$ cat config.mk
export PLATFORM = sky130hd
export DESIGN_NAME = vrar_regs
export DESIGN_NICKNAME = d
export VERILOG_FILES = /design/src/include/vrar_pkg.sv /design/src/vrar_regs.sv
export VERILOG_INCLUDE_DIRS = /design/src /design/src/include
export SDC_FILE = /design/constraint.sdc
export NUM_CORES = 1
export LEC_CHECK = 0
export ABC_AREA = 0
export BUFFER_PORTS_ARGS = -buffer_cell sky130_fd_sc_hd__buf_4
export CAP_MARGIN = 10
export CORE_ASPECT_RATIO = 0.75
export CORE_UTILIZATION = 55
export CTS_BUF_LIST = sky130_fd_sc_hd__clkbuf_2
export CTS_CLUSTER_SIZE = 8
export DETAILED_ROUTE_END_ITERATION = 12
export GPL_TIMING_DRIVEN = 0
export PLACE_DENSITY = 0.83
export SYNTH_ARGS = -nofsm -noshare
export SYNTH_HDL_FRONTEND = slang
export SYNTH_SLANG_ARGS = --single-unit
$ cat constraint.sdc
create_clock -name clk -period 8.7 [get_ports clk]
set_clock_uncertainty 0.2 [all_clocks]
set_input_delay 0.435 -clock clk [delete_from_list [all_inputs] [get_ports clk]]
set_output_delay 0.435 -clock clk [all_outputs]
set_load 0.03 [all_outputs]
$ cat src/include/vrar_defines.svh
// Offsets, field positions, reset values and constants of the version, ROM access and retry registers
// Notes on behaviour
// - Version register bits 31-25 and 15-8 always read as zero.
// - Version bit 24 shows whether a serial ROM is attached.
// - With a ROM present, bus information bytes load by themselves after reset.
// - Version bits 23-16 read the major version 01h.
// - Version bits 7-0 read the minor version 00h.
// - Bit 31 returns the ROM byte address to zero; device clears it after.
// - An address clear leaves the read byte field untouched.
// - Bit 25 starts a byte read; device clears it when the byte arrives.
// - The fetched ROM byte is shown in bits 23-16 of the access register.
// - Access register bits 30-26, 24 and 15-0 always read as zero.
// - Retry register bits 31-16 read zero; dual-phase retry is absent.
// - Physical response unit retries up to the count in bits 11-8.
// - Transmit response unit retries up to the count in bits 7-4.
// - Transmit request unit retries up to the count in bits 3-0.
// - Retry bits 15-12 read zero; the three count fields are read/write.
`ifndef VRAR_DEFINES_SVH
`define VRAR_DEFINES_SVH

`define VRAR_OFF_VERSION     8'h00
`define VRAR_OFF_ROM_ACCESS  8'h04
`define VRAR_OFF_RETRY       8'h08

`define VRAR_VER_PRESENT_BIT 24
`define VRAR_VER_MAJOR       8'h01
`define VRAR_VER_MINOR       8'h00

`define VRAR_ROM_CLEAR_BIT   31
`define VRAR_ROM_GO_BIT      25
`define VRAR_ROM_BYTE_LSB    16

`define VRAR_RETRY_LIMITS_W  12
`define VRAR_RETRY_RESET     12'h000
`define VRAR_ROM_BYTE_RESET  8'h00

`define VRAR_BUS_INFO_BYTES  16

`endif

$ cat src/include/vrar_pkg.sv
// Types shared by the version, ROM access and retry register block
`default_nettype none
package vrar_pkg;

	// Acknowledge report from one transmit unit
	typedef struct packed {
		logic       pkt_start;
		logic       ack_valid;
		logic       ack_retryable;
		logic [3:0] ack_code;
	} vrar_ack_t;

	// Retry limits as software sees them, high field first in descending index order
	typedef struct packed {
		logic [3:0] phys_resp_retry_limit;
		logic [3:0] async_resp_retry_limit;
		logic [3:0] async_req_retry_limit;
	} vrar_limits_t;

	// ROM engine states
	typedef enum logic [1:0] {
		VRAR_ST_IDLE  = 2'b00,
		VRAR_ST_LOAD  = 2'b01,
		VRAR_ST_FETCH = 2'b10
	} vrar_state_t;

endpackage : vrar_pkg
`default_nettype wire

$ cat src/vrar_regs.sv
// Version, serial ROM access and transmit retry register bank
`timescale 1ns/100ps
`default_nettype none
`include "vrar_defines.svh"

module vrar_regs #(
	parameter int ROM_AW     = 8,
	parameter int INFO_BYTES = `VRAR_BUS_INFO_BYTES
) (
	input  wire logic                       clk,
	input  wire logic                       rst,
	input  wire logic [7:0]                 addr,
	input  wire logic [31:0]                wr_data,
	input  wire logic                       wr_en,
	input  wire logic                       rd_en,
	output logic      [31:0]                rd_data_q,
	input  wire logic                       rom_detect,
	output logic                            rom_req_q,
	output logic      [ROM_AW-1:0]          rom_addr_q,
	input  wire logic                       rom_done,
	input  wire logic [7:0]                 rom_data,
	output logic      [8*INFO_BYTES-1:0]    bus_info_q,
	output logic                            bus_info_valid_q,
	input  wire vrar_pkg::vrar_ack_t [2:0]  unit_ack,
	output logic      [2:0]                 unit_retry_q,
	output logic      [2:0]                 unit_give_up_q,
	output logic      [11:0]                unit_last_ack_q
);

	////////////////////////////////////////////////////////////////////////////
	// Register state

	logic                   rom_present_q, rom_present_d;
	logic                   addr_clear_q,  addr_clear_d;
	logic                   read_go_q,     read_go_d;
	logic [7:0]             read_byte_q,   read_byte_d;
	vrar_pkg::vrar_limits_t limits_q,      limits_d;
	logic [31:0]            rd_data_d;
	logic [31:0]            ver_word, rom_word, retry_word;
	logic                   wr_rom, wr_retry;
	logic                   dev_clear_addr, dev_clear_go;

	// Assembled read words; constant fields are wired, not stored
	assign ver_word   = {7'h00, rom_present_q, `VRAR_VER_MAJOR, 8'h00, `VRAR_VER_MINOR};
	assign rom_word   = {addr_clear_q, 5'h00, read_go_q, 1'b0, read_byte_q, 16'h0000};
	assign retry_word = {16'h0000, 4'h0, limits_q};
	assign wr_rom     = wr_en && (addr == `VRAR_OFF_ROM_ACCESS);
	assign wr_retry   = wr_en && (addr == `VRAR_OFF_RETRY);

	// Next register values; a software set beats a same-cycle device clear
	always_comb begin
		rom_present_d = rom_detect;
		addr_clear_d  = (addr_clear_q && !dev_clear_addr) || (wr_rom && wr_data[`VRAR_ROM_CLEAR_BIT]);
		read_go_d     = (read_go_q && !dev_clear_go) || (wr_rom && wr_data[`VRAR_ROM_GO_BIT]);
		limits_d      = wr_retry ? vrar_pkg::vrar_limits_t'(wr_data[11:0]) : limits_q;
		rd_data_d     = 32'h0000_0000;
		if (rd_en) begin
			case (addr)
				`VRAR_OFF_VERSION:    rd_data_d = ver_word;
				`VRAR_OFF_ROM_ACCESS: rd_data_d = rom_word;
				`VRAR_OFF_RETRY:      rd_data_d = retry_word;
				default:              rd_data_d = 32'h0000_0000; // Unmapped reads as zero
			endcase
		end
	end

	// Register stage of the software-visible state
	always_ff @(posedge clk or posedge rst) begin
		if (rst) begin
			rom_present_q <= 1'b0;
			addr_clear_q  <= 1'b0;
			read_go_q     <= 1'b0;
			limits_q      <= `VRAR_RETRY_RESET;
			rd_data_q     <= 32'h0000_0000;
		end else begin
			rom_present_q <= rom_present_d;
			addr_clear_q  <= addr_clear_d;
			read_go_q     <= read_go_d;
			limits_q      <= limits_d;
			rd_data_q     <= rd_data_d;
		end
	end

	////////////////////////////////////////////////////////////////////////////
	// Serial ROM engine: boot load, address clear and single byte reads

	vrar_pkg::vrar_state_t   state_q, state_d;
	logic                    boot_pend_q, boot_pend_d;
	logic                    req_d;
	logic [ROM_AW-1:0]       raddr_d;
	logic [8*INFO_BYTES-1:0] info_d;
	logic                    info_valid_d;
	logic [7:0]              load_idx_q, load_idx_d;

	// The engine serves one job at a time; software bits wait while booting
	always_comb begin
		state_d        = state_q;
		boot_pend_d    = boot_pend_q;
		req_d          = rom_req_q;
		raddr_d        = rom_addr_q;
		info_d         = bus_info_q;
		info_valid_d   = bus_info_valid_q;
		load_idx_d     = load_idx_q;
		read_byte_d    = read_byte_q;
		dev_clear_addr = 1'b0;
		dev_clear_go   = 1'b0;
		case (state_q)
			vrar_pkg::VRAR_ST_IDLE: begin
				if (boot_pend_q) begin
					boot_pend_d = 1'b0;
					if (rom_detect) begin
						state_d    = vrar_pkg::VRAR_ST_LOAD;
						raddr_d    = '0;
						load_idx_d = 8'h00;
						req_d      = 1'b1;
					end
				end else if (addr_clear_q) begin
					raddr_d        = '0;
					dev_clear_addr = 1'b1;
				end else if (read_go_q) begin
					state_d = vrar_pkg::VRAR_ST_FETCH;
					req_d   = 1'b1;
				end
			end
			vrar_pkg::VRAR_ST_LOAD: begin
				if (rom_done) begin
					info_d[8*load_idx_q[$clog2(INFO_BYTES)-1:0] +: 8] = rom_data;
					raddr_d    = rom_addr_q + 1'b1;
					load_idx_d = load_idx_q + 8'h01;
					if (load_idx_q == 8'(INFO_BYTES - 1)) begin
						state_d      = vrar_pkg::VRAR_ST_IDLE;
						req_d        = 1'b0;
						raddr_d      = '0; // Software starts from byte zero
						info_valid_d = 1'b1;
					end
				end
			end
			vrar_pkg::VRAR_ST_FETCH: begin
				if (rom_done) begin
					read_byte_d  = rom_data;
					raddr_d      = rom_addr_q + 1'b1;
					req_d        = 1'b0;
					dev_clear_go = 1'b1;
					state_d      = vrar_pkg::VRAR_ST_IDLE;
				end
			end
			default: begin
				state_d = vrar_pkg::VRAR_ST_IDLE;
				req_d   = 1'b0;
			end
		endcase
	end

	// Engine registers
	always_ff @(posedge clk or posedge rst) begin
		if (rst) begin
			state_q          <= vrar_pkg::VRAR_ST_IDLE;
			boot_pend_q      <= 1'b1;
			rom_req_q        <= 1'b0;
			rom_addr_q       <= '0;
			bus_info_q       <= '0;
			bus_info_valid_q <= 1'b0;
			load_idx_q       <= 8'h00;
			read_byte_q      <= `VRAR_ROM_BYTE_RESET;
		end else begin
			state_q          <= state_d;
			boot_pend_q      <= boot_pend_d;
			rom_req_q        <= req_d;
			rom_addr_q       <= raddr_d;
			bus_info_q       <= info_d;
			bus_info_valid_q <= info_valid_d;
			load_idx_q       <= load_idx_d;
			read_byte_q      <= read_byte_d;
		end
	end

	////////////////////////////////////////////////////////////////////////////
	// Retry counters, one per transmit unit: 0 request, 1 response, 2 physical

	genvar gi;
	generate
		for (gi = 0; gi < 3; gi++) begin : g_unit
			logic [3:0] cnt_q, cnt_d;
			logic [3:0] limit;
			logic       retry_d, give_up_d;
			logic [3:0] last_d;

			assign limit = limits_q[4*gi +: 4];

			// Busy or data-error ack: retry while count remains, else give up
			always_comb begin
				cnt_d     = cnt_q;
				retry_d   = 1'b0;
				give_up_d = 1'b0;
				last_d    = unit_last_ack_q[4*gi +: 4];
				if (unit_ack[gi].pkt_start) begin
					cnt_d = 4'h0;
				end else if (unit_ack[gi].ack_valid && unit_ack[gi].ack_retryable) begin
					if (cnt_q < limit) begin
						retry_d = 1'b1;
						cnt_d   = cnt_q + 4'h1;
					end else begin
						give_up_d = 1'b1;
						last_d    = unit_ack[gi].ack_code;
					end
				end
			end

			// Outputs are one-cycle pulses except the held last ack
			always_ff @(posedge clk or posedge rst) begin
				if (rst) begin
					cnt_q                      <= 4'h0;
					unit_retry_q[gi]           <= 1'b0;
					unit_give_up_q[gi]         <= 1'b0;
					unit_last_ack_q[4*gi +: 4] <= 4'h0;
				end else begin
					cnt_q                      <= cnt_d;
					unit_retry_q[gi]           <= retry_d;
					unit_give_up_q[gi]         <= give_up_d;
					unit_last_ack_q[4*gi +: 4] <= last_d;
				end
			end

			chk_retry_zero_limit: assert property (@(posedge clk) disable iff (rst)
				(unit_ack[gi].ack_valid && unit_ack[gi].ack_retryable && !unit_ack[gi].pkt_start && limit == 4'h0)
				|=> (unit_give_up_q[gi] && !unit_retry_q[gi]))
				else $error("zero retry limit did not give up");
			chk_retry_bound: assert property (@(posedge clk) disable iff (rst)
				unit_retry_q[gi] |-> (cnt_q <= limit))
				else $error("retry count passed its limit");

			// Per-unit pulses: retry while count remains, then give up on each further retryable ack
			chk_retry_pulse: assert property (@(posedge clk) disable iff (rst)
				(unit_ack[gi].ack_valid && unit_ack[gi].ack_retryable && !unit_ack[gi].pkt_start && cnt_q < limit)
				|=> (unit_retry_q[gi] && !unit_give_up_q[gi]))
				else $error("busy ack with retries left was not retried");
			chk_give_up_code: assert property (@(posedge clk) disable iff (rst)
				(unit_ack[gi].ack_valid && unit_ack[gi].ack_retryable && !unit_ack[gi].pkt_start && cnt_q >= limit)
				|=> (unit_give_up_q[gi] && unit_last_ack_q[4*gi +: 4] == $past(unit_ack[gi].ack_code)))
				else $error("give up did not keep the last ack");
			chk_pkt_start_quiet: assert property (@(posedge clk) disable iff (rst)
				unit_ack[gi].pkt_start |=> (!unit_retry_q[gi] && !unit_give_up_q[gi]))
				else $error("packet start raised a retry pulse");
		end
	endgenerate

	////////////////////////////////////////////////////////////////////////////
	// Checks

	chk_version_read: assert property (@(posedge clk) disable iff (rst)
		(rd_en && addr == `VRAR_OFF_VERSION)
		|=> (rd_data_q[31:25] == 7'h00 && rd_data_q[23:0] == 24'h010000))
		else $error("version word wrong");
	chk_present_flag: assert property (@(posedge clk) disable iff (rst)
		(rd_en && addr == `VRAR_OFF_VERSION) |=> (rd_data_q[24] == $past(rom_detect, 2)))
		else $error("presence flag does not follow detect");
	chk_rom_reserved: assert property (@(posedge clk) disable iff (rst)
		(rd_en && addr == `VRAR_OFF_ROM_ACCESS)
		|=> (rd_data_q[30:26] == 5'h00 && !rd_data_q[24] && rd_data_q[15:0] == 16'h0000))
		else $error("access register reserved bits set");
	chk_retry_reserved: assert property (@(posedge clk) disable iff (rst)
		(rd_en && addr == `VRAR_OFF_RETRY) |=> (rd_data_q[31:12] == 20'h00000))
		else $error("retry register upper bits set");

	// ROM engine: address clear, byte read and boot load
	chk_clear_done: assert property (@(posedge clk) disable iff (rst)
		(state_q == vrar_pkg::VRAR_ST_IDLE && !boot_pend_q && addr_clear_q && !wr_rom)
		|=> (!addr_clear_q && rom_addr_q == '0 && $stable(read_byte_q)))
		else $error("address clear not finished cleanly");
	chk_clear_wait: assert property (@(posedge clk) disable iff (rst)
		(state_q != vrar_pkg::VRAR_ST_IDLE && addr_clear_q) |=> addr_clear_q)
		else $error("address clear dropped while the engine was busy");
	chk_go_done: assert property (@(posedge clk) disable iff (rst)
		(state_q == vrar_pkg::VRAR_ST_FETCH && rom_done && !wr_rom)
		|=> (!read_go_q && read_byte_q == $past(rom_data) && !rom_req_q))
		else $error("byte read did not complete");
	chk_go_start: assert property (@(posedge clk) disable iff (rst)
		(state_q == vrar_pkg::VRAR_ST_IDLE && !boot_pend_q && !addr_clear_q && read_go_q)
		|=> (state_q == vrar_pkg::VRAR_ST_FETCH && rom_req_q))
		else $error("byte read did not start");
	// Zero write must not cancel a read, even one already out on the ROM link
	chk_write_zero: assert property (@(posedge clk) disable iff (rst)
		(wr_rom && wr_data[`VRAR_ROM_GO_BIT] == 1'b0 && read_go_q && !dev_clear_go)
		|=> read_go_q)
		else $error("writing zero cleared the read bit");
	chk_boot_start: assert property (@(posedge clk) disable iff (rst)
		(boot_pend_q && rom_detect) |=> (state_q == vrar_pkg::VRAR_ST_LOAD && rom_req_q && rom_addr_q == '0))
		else $error("boot load did not start");
	chk_boot_fill: assert property (@(posedge clk) disable iff (rst)
		(state_q == vrar_pkg::VRAR_ST_LOAD && rom_done && load_idx_q == 8'(INFO_BYTES - 1))
		|=> (bus_info_valid_q && !rom_req_q && rom_addr_q == '0))
		else $error("boot load did not finish");
	// Address must hold while the ROM side is still working on it
	chk_addr_hold: assert property (@(posedge clk) disable iff (rst)
		(rom_req_q && !rom_done) |=> $stable(rom_addr_q))
		else $error("ROM address moved during a request");

	// Retry limit fields are plain read/write storage
	chk_retry_write: assert property (@(posedge clk) disable iff (rst)
		wr_retry |=> (32'(limits_q) == ($past(wr_data) & 32'h0000_0fff)))
		else $error("retry limits did not take the write");

endmodule : vrar_regs
`default_nettype wire

==> results by group <==
Outcome
  • Status: finished, final reports clean

Timing
  • Worst-Margin Slew: 0.819 ns
  • Fin. max-slew vios: 0
  • Post-layout worst setup margin: 5.72 ns
  • Tmin final: 2.98 ns
  • Final worst-path cycle share: 34.2%
  • Setup TNS: 0 ns
  • RSZ-0062 raised after global routing: false
  • Slew margin rel.: 45.3%
  • Fin Hold WS: 0.128 ns
  • Final setup viols: 0
  • Peak Freq: 336 MHz
  • Hold Vio Cnt, Final: 0

Placement
  • Port bufs: 231
  • Placer Congestion: 0.821
  • Hpwl dp: 17000 microns
  • Dpl ws: 5.80 ns

Synth
  • YS warnings: 0
  • Syn Inst Count: 787
  • Post-synthesis async set-or-reset flop share: 100%
  • Post-synth top area share: 56.2%
  • Synth unique cells: 60
  • Mapped Area: 9980 sq um
  • Top post-synthesis cells by area: dfrtp_1, mux2_2, and2_1, mux2i_1, ha_1
  • Yosys top cell by area: dfrtp_1
  • Post-synth top cells: dfrtp_1, mux2_2, and2_1
  • Number of enable flip-flop cells after synthesis: 0
  • Syn Area/Cell: 12.7 sq um
  • Synth Flop Type: dfrtp_1
  • FF+latch count, synth: 225
  • Seq/Total Area, Yosys: 56.4%
  • Most numerous cell in the Yosys netlist: dfrtp_1

CTS
  • Clock Sinks: 225
  • # resized after CTS: 0
  • CTS H-tree lvls: 2
  • Clock Latency Late Sink: 0.77 ns
  • CTS Hold Buffers Added: 74
  • CTS tree: done
  • Clock root cell: clkbuf_2
  • Clk slew on worst S/H paths: 0.12 ns
  • Clock Path Buffers: 3
  • Post-CTS Setup Bufs: 0
  • TritonCTS Buffers: 52

Power
  • Power per cell area: 260 nW/um^2
  • Sequential share of power: 41.2%
  • P_sw: 1370 uW
  • Clock power share: 19.5%
  • Leakage: 0.00715 uW
  • Internal: 2090 uW
  • Net Sw Frac: 39.7%
  • Peak supply drop: 0.000159 V
  • Combinational share of power: 39.3%

Floorplanning
  • Initial core utilization: 56.4%
  • Die ar.: 18700 sq um
  • Die X: 158 microns
  • Die H: 119 microns
  • Ports: 263
  • Placement Rows: 42
  • Core area: 17700 sq um

Detailed routing
  • Drt drc: 0
  • DRT Pass-1 Iters: 4
  • DR vias/cell: 5.29
  • Routed wire length per instance: 17.8 microns
  • Final wirelength: 25500 microns
  • Post-route ant nets: 0
  • Initial DRC count: 379
  • Vias: 7610

Worst setup path
  • Worst Path Required: 9.14 ns
  • Top delay family on crit path: buffers and inverters
  • Critical path's slowest cell: dfrtp_1
  • Maximum fanout along the worst path: 10
  • Crit path kind: reg -> reg
  • Crit end category: flop
  • Max incr delay on CP: 0.37 ns
  • Critical-path cell list: buf_2 > inv_1 > ha_1 > clkbuf_1 > nand2_1 > nor3_1 > buf_2 > nand2_1 > mux2_2
  • Worst path buffer plus inverter count: 4
  • Arr. time, crit path: 3.41 ns
  • CP Launch Type: flop

Global routing
  • Vias in the first global route: 7813
  • First-pass GRT wire length: 40300 microns
  • Pin count of the biggest net entering global routing: 118
  • Gr ovfl total: 0
  • Initial antenna violation count: 2
  • Overall global routing resource usage: 28.0%

Final layout
  • Fraction of layout cells with a size suffix above 1: 41.5%
  • FILL cells: 1193
  • Final net count: 1250
  • Multi-input gate area: 4050 sq um
  • FF/Latch Area: 5630 sq um
  • Syn-to-layout area delta: 33.3%

Flow run
  • Max-cap violations: 0

Min path
  • Worst Hold Class: in -> reg
-- cell type report --
cell class                      instances  share of cell area, %
Buffer                                 30                   1.21
Timing Repair Buffer                  306                   18.8
Multi-Input combinational cell        495                   30.4
Inverter                               45                   1.33
Clock inverter                         15                  0.621
Antenna cell                            2                 0.0376
Sequential cell                       225                   42.3
Tap cell                              242                   2.28
Clock buffer                           78                   2.93
-- power by group through the flow --
stage	clock network [uW]	logic (uW)	registers (uW)
floorplan	0	438	1820
global placement	0	1290	1430
detailed placement	0	1320	1440
CTS	685	1360	1420
global route	742	1450	1450
finish	674	1360	1430
-- state kept, by name (all words and copies together) (netlist names), 2 cells and up --
name / cells
unit_last_ack_q: 12
g_unit.cnt_q: 12
state_q: 2
g_unit.limit: 12
rom_addr_q: 8
unit_give_up_q: 3
read_byte_q: 8
bus_info_q: 128
load_idx_q: 8
rd_data_q: 23
unit_retry_q: 3
-- per-layer routing --
metal	part of all wire, %	vias up	GRT usage (%)
li1	-	3498	-
met1	45	3811	37.8
met2	48	251	44.9
met3	5.2	50	5.10
met4	2.4	0	10.9
met5	0	-	0
-- cells by family after synthesis --
logic type	synth area share [%]
flops	56.4
xor+xnor	0.426
fa+ha+maj	2.51
other cells	0.0376
mux	18.3
simple gates	14.2
compound gates	4.86
buf+inv	3.31
-- cell usage in the layout, fill, tap and decap left out, types with 3 or more instances in the layout --
cell type and n:
buf_4 241, dfrtp_1 224, mux2_2 136, clkbuf_2 79, dlygate4sd3_1 74, and2_1 50, inv_1 44, nand2_1 38
nor2_1 31, mux2i_1 29, ha_1 20, nor2b_1 18, and3_1 17, nand3_1 15, clkinv_1 14, nand2b_1 12
o21ai_0 12, and4_1 11, a21o_1 11, conb_1 9, buf_2 8, clkbuf_1 8, nor3_1 7, a22o_1 7
nand3_2 6, nor4_1 5, a21oi_1 4, o2111a_1 4, nor3b_1 4, buf_1 3, o21a_1 3, a2111oi_2 3
o21ba_2 3, nor4_2 3, o31ai_1 3, or4_1 3
-- worst reg2reg max path, delay by kind of cell, from the launching register on --
kind / cells / cell delay, ns
simple gates: 3 / 0.64
mux: 1 / 0.38
flops: 1 / 0.37
buf+inv: 4 / 0.96
fa+ha+maj: 1 / 0.29
-- path summary, 6_finish.rpt --
kind	from	slack [ns]	end	cells after the start
min in group asynchronous	rst	0.18	bus_info_q[39]	3
setup / recovery	load_idx_q[0]	5.72	bus_info_q[13]	9
max in group asynchronous	rst	7.11	bus_info_q[13]	4
hold / removal	addr[6]	0.13	rd_data_q[17]	5
setup reg to reg	load_idx_q[0]	5.72	bus_info_q[13]	9
hold reg to reg	read_byte_q[3]	0.29	rd_data_q[19]	1
-- per-stage QoR --
step	cells	instance area (sq um)	total power [uW]	util [%]
2_1_floorplan	795	10000	2250	-
3_3_place_gp	1268	12000	2720	68.0
3_5_place_dp	1269	12100	2770	68.2
4_1_cts	1436	13300	3470	75.1
5_1_grt	1438	13300	3640	75.1
6_report	1438	13300	3460	75.1
No activity file was read; power rests on OpenSTA's default activity.
